**src/btc_regs.svh**
```systemverilog
`ifndef BTC_REGS_SVH
`define BTC_REGS_SVH
// register word addresses (byte address = 4 * index)
`define BTC_ADDR_CTRL      4'h0
`define BTC_ADDR_EVENT_CONTROL    4'h1
`define BTC_ADDR_LOCK      4'h2
`define BTC_ADDR_STATUS    4'h3
`define BTC_ADDR_COUNT     4'h4
`define BTC_ADDR_PERIOD    4'h5
`define BTC_ADDR_PERIOD_BUFFER    4'h6
`define BTC_ADDR_CMP0      4'h8
`define BTC_ADDR_CMPBUF0   4'hc
// control register fields
`define BTC_CTRL_ENABLE    0
`define BTC_CTRL_DIR       1
`define BTC_CTRL_SPLIT     2
`define BTC_CTRL_PSC_LO    4
`define BTC_CTRL_PSC_HI    6
// event control fields
`define BTC_EV_COUNT       0
`define BTC_EV_DIR         1
`define BTC_EV_RESTART     2
// status fields
`define BTC_ST_PERIOD_BUFFER_VALID       0
`define BTC_ST_CMPBV0      1
`define BTC_ST_TOP         4
`define BTC_ST_BOTTOM      5
`define BTC_ST_MAX         6
`define BTC_ST_MATCH0      8
// reset values
`define BTC_RST_PERIOD     16'hffff
`define BTC_RST_WORD       32'h0000_0000
`endif

```
**src/btc_pkg.sv**
```systemverilog
package btc_pkg;
    typedef enum logic [2:0] {
        BTC_BUS_IDLE = 3'b001,
        BTC_BUS_ACK = 3'b010,
        BTC_BUS_HOLD = 3'b100
    } btc_bus_state_t;
endpackage

```
**src/btc_timer.sv**
```systemverilog
`timescale 1ns/100ps
`include "btc_regs.svh"
// Contract
// counter, period, compares, buffers are 16-bit
// detect bottom, max and top values
// compare count with zero, period, compares
// top/bottom/match outputs follow next tick
// tick from prescaler or event input
// update copies valid buffers unless locked
// buffer write sets valid; update clears it
// enable starts counting at prescaler rate
// event-count enable counts events instead
// direction bit writable while running
// up-count wraps to zero after top
// down-count reloads period after bottom
// count write immediate and wins
// active compares directly writable too
// unbuffered period write is immediate
// new period below count: run to wrap
// period buffer active only on update
// tick clears, reloads, increments or decrements
// events may set direction or restart
// split mode: two 8-bit counters
// channel matches when count equals compare
// update at top up, bottom down
module btc_timer
    import btc_pkg::*;
#(
    parameter int NUM_CMP = 3,
    parameter int PSC_W = 10
) (
    // system
    input wire logic clk_sys,
    input wire logic reset_n,
    input wire logic clk_en,
    // avalon-mm slave
    input wire logic [3:0] avs_address,
    input wire logic avs_read,
    input wire logic avs_write,
    input wire logic [31:0] avs_writedata,
    output logic [31:0] avs_readdata,
    output logic avs_waitrequest,
    // event system
    input wire logic event_tick,
    input wire logic event_dir,
    input wire logic event_restart,
    // event and waveform outputs
    output logic top_event,
    output logic bottom_event,
    output logic [NUM_CMP-1:0] waveform_out_n
);

    // ********************************************************
    // registers
    // ********************************************************
    logic [31:0] control_a_reg;
    logic [31:0] event_control_reg;
    logic lock_update_reg;
    logic [15:0] count_value_reg;
    logic [15:0] period_reg;
    logic [15:0] period_buffer_reg;
    logic period_buffer_valid_reg;
    logic [15:0] compare_value_n_reg [NUM_CMP];
    logic [15:0] compare_buffer_n_reg [NUM_CMP];
    logic [NUM_CMP-1:0] compare_buffer_valid_n_reg;
    logic [PSC_W-1:0] psc_reg;
    logic top_seen_reg;
    logic bottom_seen_reg;
    logic max_seen_reg;
    logic [NUM_CMP-1:0] match_seen_reg;
    btc_bus_state_t bus_reg;

    // ********************************************************
    // decode and tick
    // ********************************************************
    logic wr_acc;
    logic rd_acc;
    logic running;
    logic dir_down;
    logic split;
    logic [2:0] psc_sel;
    logic psc_tick;
    logic timer_tick;
    logic wr_count;
    logic wr_period;
    logic wr_period_buffer;
    logic at_top;
    logic at_bottom;
    logic at_max;
    logic update;
    logic [15:0] count_next;
    logic [PSC_W-1:0] psc_mask;

    // a write is served in the ack state and read data is loaded in idle, so each access costs three cycles
    assign wr_acc = avs_write && bus_reg == BTC_BUS_ACK;
    assign rd_acc = avs_read && bus_reg == BTC_BUS_ACK;
    assign running = control_a_reg[`BTC_CTRL_ENABLE];
    assign split = control_a_reg[`BTC_CTRL_SPLIT];
    assign psc_sel = control_a_reg[`BTC_CTRL_PSC_HI:`BTC_CTRL_PSC_LO];
    // events may steer direction instead of the register bit
    assign dir_down = event_control_reg[`BTC_EV_DIR] ? event_dir
                                                     : control_a_reg[`BTC_CTRL_DIR];
    // prescaler divides by 2^psc_sel
    assign psc_mask = PSC_W'((32'h1 << psc_sel) - 32'h1);
    assign psc_tick = (psc_reg & psc_mask) == '0;
    assign timer_tick = running && (event_control_reg[`BTC_EV_COUNT] ? event_tick
                                                                   : psc_tick);
    assign wr_count = wr_acc && avs_address == `BTC_ADDR_COUNT;
    assign wr_period = wr_acc && avs_address == `BTC_ADDR_PERIOD;
    assign wr_period_buffer = wr_acc && avs_address == `BTC_ADDR_PERIOD_BUFFER;

    // split mode compares only the low byte
    always_comb begin
        if (split) begin
            at_bottom = count_value_reg[7:0] == 8'h00;
            at_top = count_value_reg[7:0] == period_reg[7:0];
            at_max = count_value_reg[7:0] == 8'hff;
        end else begin
            at_bottom = count_value_reg == 16'h0000;
            at_top = count_value_reg == period_reg;
            at_max = count_value_reg == 16'hffff;
        end
    end

    assign update = timer_tick && (dir_down ? at_bottom : at_top) && !lock_update_reg;

    // only equality wraps, so a lowered period runs the count on to wrap
    always_comb begin
        count_next = count_value_reg;
        if (dir_down) begin
            if (at_bottom) begin
                count_next = split ? {count_value_reg[15:8] - 8'h01, period_reg[7:0]}
                                   : period_reg;
            end else begin
                count_next = split ? {count_value_reg[15:8], count_value_reg[7:0] - 8'h01}
                                   : count_value_reg - 16'h0001;
            end
        end else begin
            if (at_top) begin
                count_next = split ? {count_value_reg[15:8] + 8'h01, 8'h00}
                                   : 16'h0000;
            end else begin
                count_next = count_value_reg + 16'h0001;
            end
        end
    end

    // ********************************************************
    // bus handshake
    // ********************************************************
    always_ff @(posedge clk_sys or negedge reset_n) begin
        if (!reset_n) begin
            bus_reg <= BTC_BUS_IDLE;
            avs_waitrequest <= 1'b1;
        end else if (clk_en) begin
            case (bus_reg)
                BTC_BUS_IDLE: begin
                    if (avs_read || avs_write) begin
                        bus_reg <= BTC_BUS_ACK;
                        avs_waitrequest <= 1'b0;
                    end
                end
                BTC_BUS_ACK: begin
                    bus_reg <= BTC_BUS_HOLD;
                    avs_waitrequest <= 1'b1;
                end
                BTC_BUS_HOLD: begin
                    bus_reg <= BTC_BUS_IDLE;
                end
                default: begin
                    bus_reg <= BTC_BUS_IDLE;
                    avs_waitrequest <= 1'b1;
                end
            endcase
        end
    end

    // read data is loaded when waitrequest drops
    always_ff @(posedge clk_sys or negedge reset_n) begin
        if (!reset_n) begin
            avs_readdata <= `BTC_RST_WORD;
        end else if (clk_en && bus_reg == BTC_BUS_IDLE && avs_read) begin
            avs_readdata <= `BTC_RST_WORD;
            case (avs_address)
                `BTC_ADDR_CTRL: avs_readdata <= control_a_reg;
                `BTC_ADDR_EVENT_CONTROL: avs_readdata <= event_control_reg;
                `BTC_ADDR_LOCK: avs_readdata <= {31'h0, lock_update_reg};
                `BTC_ADDR_STATUS: begin
                    avs_readdata[`BTC_ST_PERIOD_BUFFER_VALID] <= period_buffer_valid_reg;
                    avs_readdata[`BTC_ST_CMPBV0 +: NUM_CMP] <= compare_buffer_valid_n_reg;
                    avs_readdata[`BTC_ST_TOP] <= top_seen_reg;
                    avs_readdata[`BTC_ST_BOTTOM] <= bottom_seen_reg;
                    avs_readdata[`BTC_ST_MAX] <= max_seen_reg;
                    avs_readdata[`BTC_ST_MATCH0 +: NUM_CMP] <= match_seen_reg;
                end
                `BTC_ADDR_COUNT: avs_readdata <= {16'h0, count_value_reg};
                `BTC_ADDR_PERIOD: avs_readdata <= {16'h0, period_reg};
                `BTC_ADDR_PERIOD_BUFFER: avs_readdata <= {16'h0, period_buffer_reg};
                default: begin
                    for (int i = 0; i < NUM_CMP; i++) begin
                        if (avs_address == `BTC_ADDR_CMP0 + 4'(i)) begin
                            avs_readdata <= {16'h0, compare_value_n_reg[i]};
                        end
                        if (avs_address == `BTC_ADDR_CMPBUF0 + 4'(i)) begin
                            avs_readdata <= {16'h0, compare_buffer_n_reg[i]};
                        end
                    end
                end
            endcase
        end
    end

    // ********************************************************
    // control registers
    // ********************************************************
    always_ff @(posedge clk_sys or negedge reset_n) begin
        if (!reset_n) begin
            control_a_reg <= `BTC_RST_WORD;
            event_control_reg <= `BTC_RST_WORD;
            lock_update_reg <= 1'b0;
        end else if (clk_en && wr_acc) begin
            if (avs_address == `BTC_ADDR_CTRL) begin
                control_a_reg <= avs_writedata;
            end
            if (avs_address == `BTC_ADDR_EVENT_CONTROL) begin
                event_control_reg <= avs_writedata;
            end
            if (avs_address == `BTC_ADDR_LOCK) begin
                lock_update_reg <= avs_writedata[0];
            end
        end
    end

    // ********************************************************
    // prescaler and counter
    // ********************************************************
    always_ff @(posedge clk_sys or negedge reset_n) begin
        if (!reset_n) begin
            psc_reg <= '0;
        end else if (clk_en) begin
            psc_reg <= running ? psc_reg + PSC_W'(1) : '0;
        end
    end

    always_ff @(posedge clk_sys or negedge reset_n) begin
        if (!reset_n) begin
            count_value_reg <= 16'h0000;
        end else if (clk_en) begin
            if (wr_count) begin
                count_value_reg <= avs_writedata[15:0];
            end else if (running && event_control_reg[`BTC_EV_RESTART] && event_restart) begin
                count_value_reg <= 16'h0000;
            end else if (timer_tick) begin
                count_value_reg <= count_next;
            end
        end
    end

    // ********************************************************
    // period and compare buffering
    // ********************************************************
    always_ff @(posedge clk_sys or negedge reset_n) begin
        if (!reset_n) begin
            period_reg <= `BTC_RST_PERIOD;
            period_buffer_reg <= `BTC_RST_PERIOD;
            period_buffer_valid_reg <= 1'b0;
        end else if (clk_en) begin
            if (wr_period_buffer) begin
                period_buffer_reg <= avs_writedata[15:0];
            end
            if (wr_period) begin
                period_reg <= avs_writedata[15:0];
            end else if (update && period_buffer_valid_reg) begin
                period_reg <= period_buffer_reg;
            end
            // a buffer write in the update cycle keeps the flag set
            if (wr_period_buffer) begin
                period_buffer_valid_reg <= 1'b1;
            end else if (update) begin
                period_buffer_valid_reg <= 1'b0;
            end
        end
    end

    for (genvar g = 0; g < NUM_CMP; g++) begin : gen_cmp
        logic wr_cmp;
        logic wr_cbuf;
        assign wr_cmp = wr_acc && avs_address == `BTC_ADDR_CMP0 + 4'(g);
        assign wr_cbuf = wr_acc && avs_address == `BTC_ADDR_CMPBUF0 + 4'(g);
        always_ff @(posedge clk_sys or negedge reset_n) begin
            if (!reset_n) begin
                compare_value_n_reg[g] <= 16'h0000;
                compare_buffer_n_reg[g] <= 16'h0000;
                compare_buffer_valid_n_reg[g] <= 1'b0;
            end else if (clk_en) begin
                if (wr_cbuf) begin
                    compare_buffer_n_reg[g] <= avs_writedata[15:0];
                end
                if (wr_cmp) begin
                    compare_value_n_reg[g] <= avs_writedata[15:0];
                end else if (update && compare_buffer_valid_n_reg[g]) begin
                    compare_value_n_reg[g] <= compare_buffer_n_reg[g];
                end
                if (wr_cbuf) begin
                    compare_buffer_valid_n_reg[g] <= 1'b1;
                end else if (update) begin
                    compare_buffer_valid_n_reg[g] <= 1'b0;
                end
            end
        end

        // match is registered on a tick, so outputs move one clock after the tick that sees it
        always_ff @(posedge clk_sys or negedge reset_n) begin
            if (!reset_n) begin
                waveform_out_n[g] <= 1'b0;
                match_seen_reg[g] <= 1'b0;
            end else if (clk_en) begin
                if (timer_tick) begin
                    waveform_out_n[g] <= split
                        ? count_value_reg[7:0] == compare_value_n_reg[g][7:0]
                        : count_value_reg == compare_value_n_reg[g];
                end
                if (timer_tick && count_value_reg == compare_value_n_reg[g]) begin
                    match_seen_reg[g] <= 1'b1;
                end else if (wr_acc && avs_address == `BTC_ADDR_STATUS
                             && avs_writedata[`BTC_ST_MATCH0 + g]) begin
                    match_seen_reg[g] <= 1'b0;
                end
            end
        end
    end

    // ********************************************************
    // top and bottom events
    // ********************************************************
    always_ff @(posedge clk_sys or negedge reset_n) begin
        if (!reset_n) begin
            top_event <= 1'b0;
            bottom_event <= 1'b0;
            top_seen_reg <= 1'b0;
            bottom_seen_reg <= 1'b0;
            max_seen_reg <= 1'b0;
        end else if (clk_en) begin
            top_event <= timer_tick && at_top;
            bottom_event <= timer_tick && at_bottom;
            // hardware set wins over software clear
            if (timer_tick && at_top) begin
                top_seen_reg <= 1'b1;
            end else if (wr_acc && avs_address == `BTC_ADDR_STATUS
                         && avs_writedata[`BTC_ST_TOP]) begin
                top_seen_reg <= 1'b0;
            end
            if (timer_tick && at_bottom) begin
                bottom_seen_reg <= 1'b1;
            end else if (wr_acc && avs_address == `BTC_ADDR_STATUS
                         && avs_writedata[`BTC_ST_BOTTOM]) begin
                bottom_seen_reg <= 1'b0;
            end
            if (timer_tick && at_max) begin
                max_seen_reg <= 1'b1;
            end else if (wr_acc && avs_address == `BTC_ADDR_STATUS
                         && avs_writedata[`BTC_ST_MAX]) begin
                max_seen_reg <= 1'b0;
            end
        end
    end

    // ********************************************************
    // checks
    // ********************************************************
    chk_count_write: assert property (@(posedge clk_sys) disable iff (!reset_n)
        clk_en && wr_count |=> count_value_reg == $past(avs_writedata[15:0]))
        else $error("count write not immediate");
    chk_up_wrap: assert property (@(posedge clk_sys) disable iff (!reset_n)
        clk_en && timer_tick && !wr_count && !dir_down && at_top && !split
        && !(event_control_reg[`BTC_EV_RESTART] && event_restart)
        |=> count_value_reg == 16'h0000)
        else $error("up count did not wrap");
    chk_down_reload: assert property (@(posedge clk_sys) disable iff (!reset_n)
        clk_en && timer_tick && !wr_count && dir_down && at_bottom && !split
        && !(event_control_reg[`BTC_EV_RESTART] && event_restart)
        |=> count_value_reg == $past(period_reg))
        else $error("down count did not reload");
    chk_period_buffer_valid: assert property (@(posedge clk_sys) disable iff (!reset_n)
        clk_en && wr_period_buffer |=> period_buffer_valid_reg)
        else $error("period buffer valid not set");
    chk_update_copy: assert property (@(posedge clk_sys) disable iff (!reset_n)
        clk_en && update && period_buffer_valid_reg && !wr_period && !wr_period_buffer
        |=> period_reg == $past(period_buffer_reg) && !period_buffer_valid_reg)
        else $error("period buffer not transferred");
    chk_lock_hold: assert property (@(posedge clk_sys) disable iff (!reset_n)
        clk_en && lock_update_reg && !wr_period |=> $stable(period_reg))
        else $error("period changed while locked");
    chk_top_event: assert property (@(posedge clk_sys) disable iff (!reset_n)
        clk_en && timer_tick && at_top |=> top_event)
        else $error("top event missing");
    chk_idle_count: assert property (@(posedge clk_sys) disable iff (!reset_n)
        clk_en && !running && !wr_count |=> $stable(count_value_reg))
        else $error("count moved while disabled");
    chk_bus_answer: assert property (@(posedge clk_sys) disable iff (!reset_n)
        clk_en && bus_reg == BTC_BUS_IDLE && (avs_read || avs_write) |=> !avs_waitrequest)
        else $error("bus answer late");

endmodule

```
**config.mk**
```make
export PLATFORM = sky130hd
export DESIGN_NAME = btc_timer
export DESIGN_NICKNAME = d
export VERILOG_FILES = /design/src/btc_pkg.sv /design/src/btc_timer.sv
export VERILOG_INCLUDE_DIRS = /design/src
export SDC_FILE = /design/constraint.sdc
export NUM_CORES = 1
export LEC_CHECK = 0
export ABC_AREA = 1
export BUFFER_PORTS_ARGS = -buffer_cell sky130_fd_sc_hd__buf_2
export CORE_MARGIN = 3
export CORE_UTILIZATION = 60
export DETAILED_ROUTE_END_ITERATION = 10
export GPL_ROUTABILITY_DRIVEN = 0
export HOLD_SLACK_MARGIN = 0.02
export PLACE_DENSITY = 0.77
export SLEW_MARGIN = 20
export SYNTH_ARGS = -nofsm -noshare
export SYNTH_HDL_FRONTEND = slang
export SYNTH_SLANG_ARGS = --single-unit
```
**constraint.sdc**
```tcl
create_clock -name clk_sys -period 2.5 [get_ports clk_sys]
set_clock_uncertainty 0.1 [all_clocks]
set_input_delay 0.375 -clock clk_sys [delete_from_list [all_inputs] [get_ports clk_sys]]
set_output_delay 0.375 -clock clk_sys [all_outputs]
set_load 0.02 [all_outputs]
```
==> out/results.txt <==
Commonest non-fill, non-tap cell in the layout: nand2_1
Final Hold Viols: 0
Kind of end point of the critical path: register
Total gr overflow: 0
Net count, final: 2216
Final setup vio count: 0
Mapped Area: 15200 sq um
CTS Sinks: 267
Vias after detailed routing: 15.4k
Max-Slew Margin vs Limit: 49.6%
Initial core utilization: 61.8%
Max-Cap Viols: 0
Net count after synthesis: 2100
# rows: 57
Core Area: 24600 sq um
# IOs: 82
Worst Path Max Fanout: 15
Syn. warnings: 0
GRT Util Overall: 37.5%
EDFF count, synth: 0
Leak: 8.69 nW
Worst vdd ir: 717 uV
Vias in the first global route: 14.3k
Die ar.: 27300 sq um
DRT Pass-1 Iters: 8
WP data arrival: 2.79 ns
Pin count of the biggest net entering global routing: 69
CTS tree: done
Horiz. Die Dim: 165 um
Most used cell, CP: nand2_1
Antenna Cells: 0
Total CTS buffers: 29
CP Class: reg -> reg
WP data required: 2.90 ns
Max Fclk: 418 MHz
Commonest cells after routing, fill and taps aside: nand2_1 (750), o21ai_0 (242), dfrtp_1 (233)
Slew at the pin with the worst max-slew slack: 0.756 ns
Clock Tree Root: clkbuf_16
Library cells used by synthesis: 54
CTS H-tree lvls: 1
Clock Path Buffers: 3
Top_reg_cell synth: dfrtp_1
Worst-path clk slew: 0.07 ns
Avg Cell Area, Syn: 7.41 sq um
Area Growth Syn to Fin: 15.1%
DRT iter0 DRCs: 2272
Antenna violations before repair: 0
Status: complete, no violations
CP delay by family, top: simple AND/OR/NAND/NOR gates
Crit path buf inv count: 3
Crit path cell chain: inv_1, nand3_1, nor2_2, inv_1, nor2_2, clkinvlp_4, nand2_1, o21ai_0, nand2_1, nand2_1
Worst min path class: in -> reg
Critical path startpoint category: register
Routed WL: 51500 um
Share of flip-flops with an asynchronous set or reset: 100%
Fin crit share: 95.8%
Port Buf Inserts: 81
Total Power: 15.3 mW
Worst-Skew Late Latency: 0.58 ns
Slew Limit Fails: 0
Routed wire per std cell: 20.5 um
Min Tclk post-route: 2.39 ns
Core Util, Final: 71.1%
Setup ws final: 0.105 ns
Cells after Synth: 2050
Sequential area share after synthesis: 44.2%
#FFs+latches synth: 267
First-pass GRT wire length: 78700 um
Antenna Nets Post-Route: 0
Post-place setup slack: 0.115 ns
Share of layout cells above drive strength 1: 14.9%
PwrDens: 872 nW/um^2
Post-DP HPWL: 35700 um
DRC violations left: 0
CP max-delay cell: dfrtp_1
Die Ht: 165 um
Fillcell total: 1984
CP max stage delay: 0.40 ns
DR vias/cell: 6.14
worst register-to-register path: stages, from the launching register on:
cell and delay (ns):
dfrtp_1 0.40, inv_1 0.08, nand3_1 0.12, nor2_2 0.21
inv_1 0.23, nor2_2 0.41, clkinvlp_4 0.40, nand2_1 0.14
o21ai_0 0.09, nand2_1 0.10, nand2_1 0.06
per-stage QoR:
step / instances / TNS (ns) / cell area, sq um / hold WS, ns
floorplan: 2050 / 0 / 15200 / -0.0206
global placement: 2440 / 0 / 16300 / 0.228
detailed placement: 2440 / 0 / 16300 / 0.225
CTS: 2510 / 0 / 17500 / 0.0559
global route: 2512 / -0.00618 / 17500 / 0.103
finish: 2512 / 0 / 17500 / 0.0672
path summary, 6_finish.rpt:
kind	startpoint	depth (start not counted)	slack, ns	to
max	bus_reg[2]	10	0.11	period_reg[6]
min	clk_en	3	0.07	bus_reg[0]
max reg2reg	bus_reg[2]	10	0.11	period_reg[6]
min reg2reg	avs_readdata[17]	2	0.38	avs_readdata[17]
max in group asynchronous	reset_n	3	1.19	period_reg[8]
min in group asynchronous	reset_n	2	0.22	count_value_reg[6]
layer usage:
layer	GRT usage [%]	wire length, um	vias up
met2	57.3	22900	1052
li1	-	-	6888
met1	50.3	19100	7217
met4	21.3	3540	0
met5	0	0	-
met3	6.81	5950	273
synth_stat cells (18+ instances only):
master    instances  area share, %
a21oi_1          64            2.1
clkbuf_1         82            2.0
dfrtp_1         233             38
dfstp_2          34            5.9
inv_1           101            2.5
nand2_1         753             19
nand2_2          18           0.74
nand3_1         148            4.9
nand4_1          33            1.4
nor2_1          108            2.7
o21ai_0         243            8.0
xnor2_1          40            2.3
xor2_1           36            2.1
area by class of cell:
| class | instances | area [sq um] | area share [%] |
|---|---|---|---|
| Timing Repair Buffer | 199 | 1420 | 8.11 |
| Clock buffer | 44 | 872 | 4.98 |
| Sequential cell | 267 | 6720 | 38.4 |
| Clock inverter | 9 | 121 | 0.694 |
| Timing Repair inverter | 1 | 7.51 | 0.0429 |
| Multi-Input combinational cell | 1555 | 7520 | 43.0 |
| Inverter | 113 | 430 | 2.46 |
| Tap cell | 324 | 405 | 2.32 |
where the power goes:
group	switching, mW	internal, mW
logic	3.24	1.83
clock network	1.86	2.62
registers	0.689	5.03
timing repair:
item | CTS | global route
hold buffers | 17 | 0
setup buffers | 0 | 1
endpoints found under the setup margin | 0 | 6
hold endpoints to repair | 73 | 0
gates resized for setup | 0 | 4
cells by family (layout without fill, tap and decap cells):
family,Yosys count,in the layout,share of synthesized area [%]
simple gates,1111,1111,31.4
compound gates,360,360,12.9
fa+ha+maj,6,6,0.494
buf+inv,228,366,6.40
xor+xnor,78,78,4.59
flops,267,267,44.2
No activity file was read; power rests on OpenSTA's default activity.
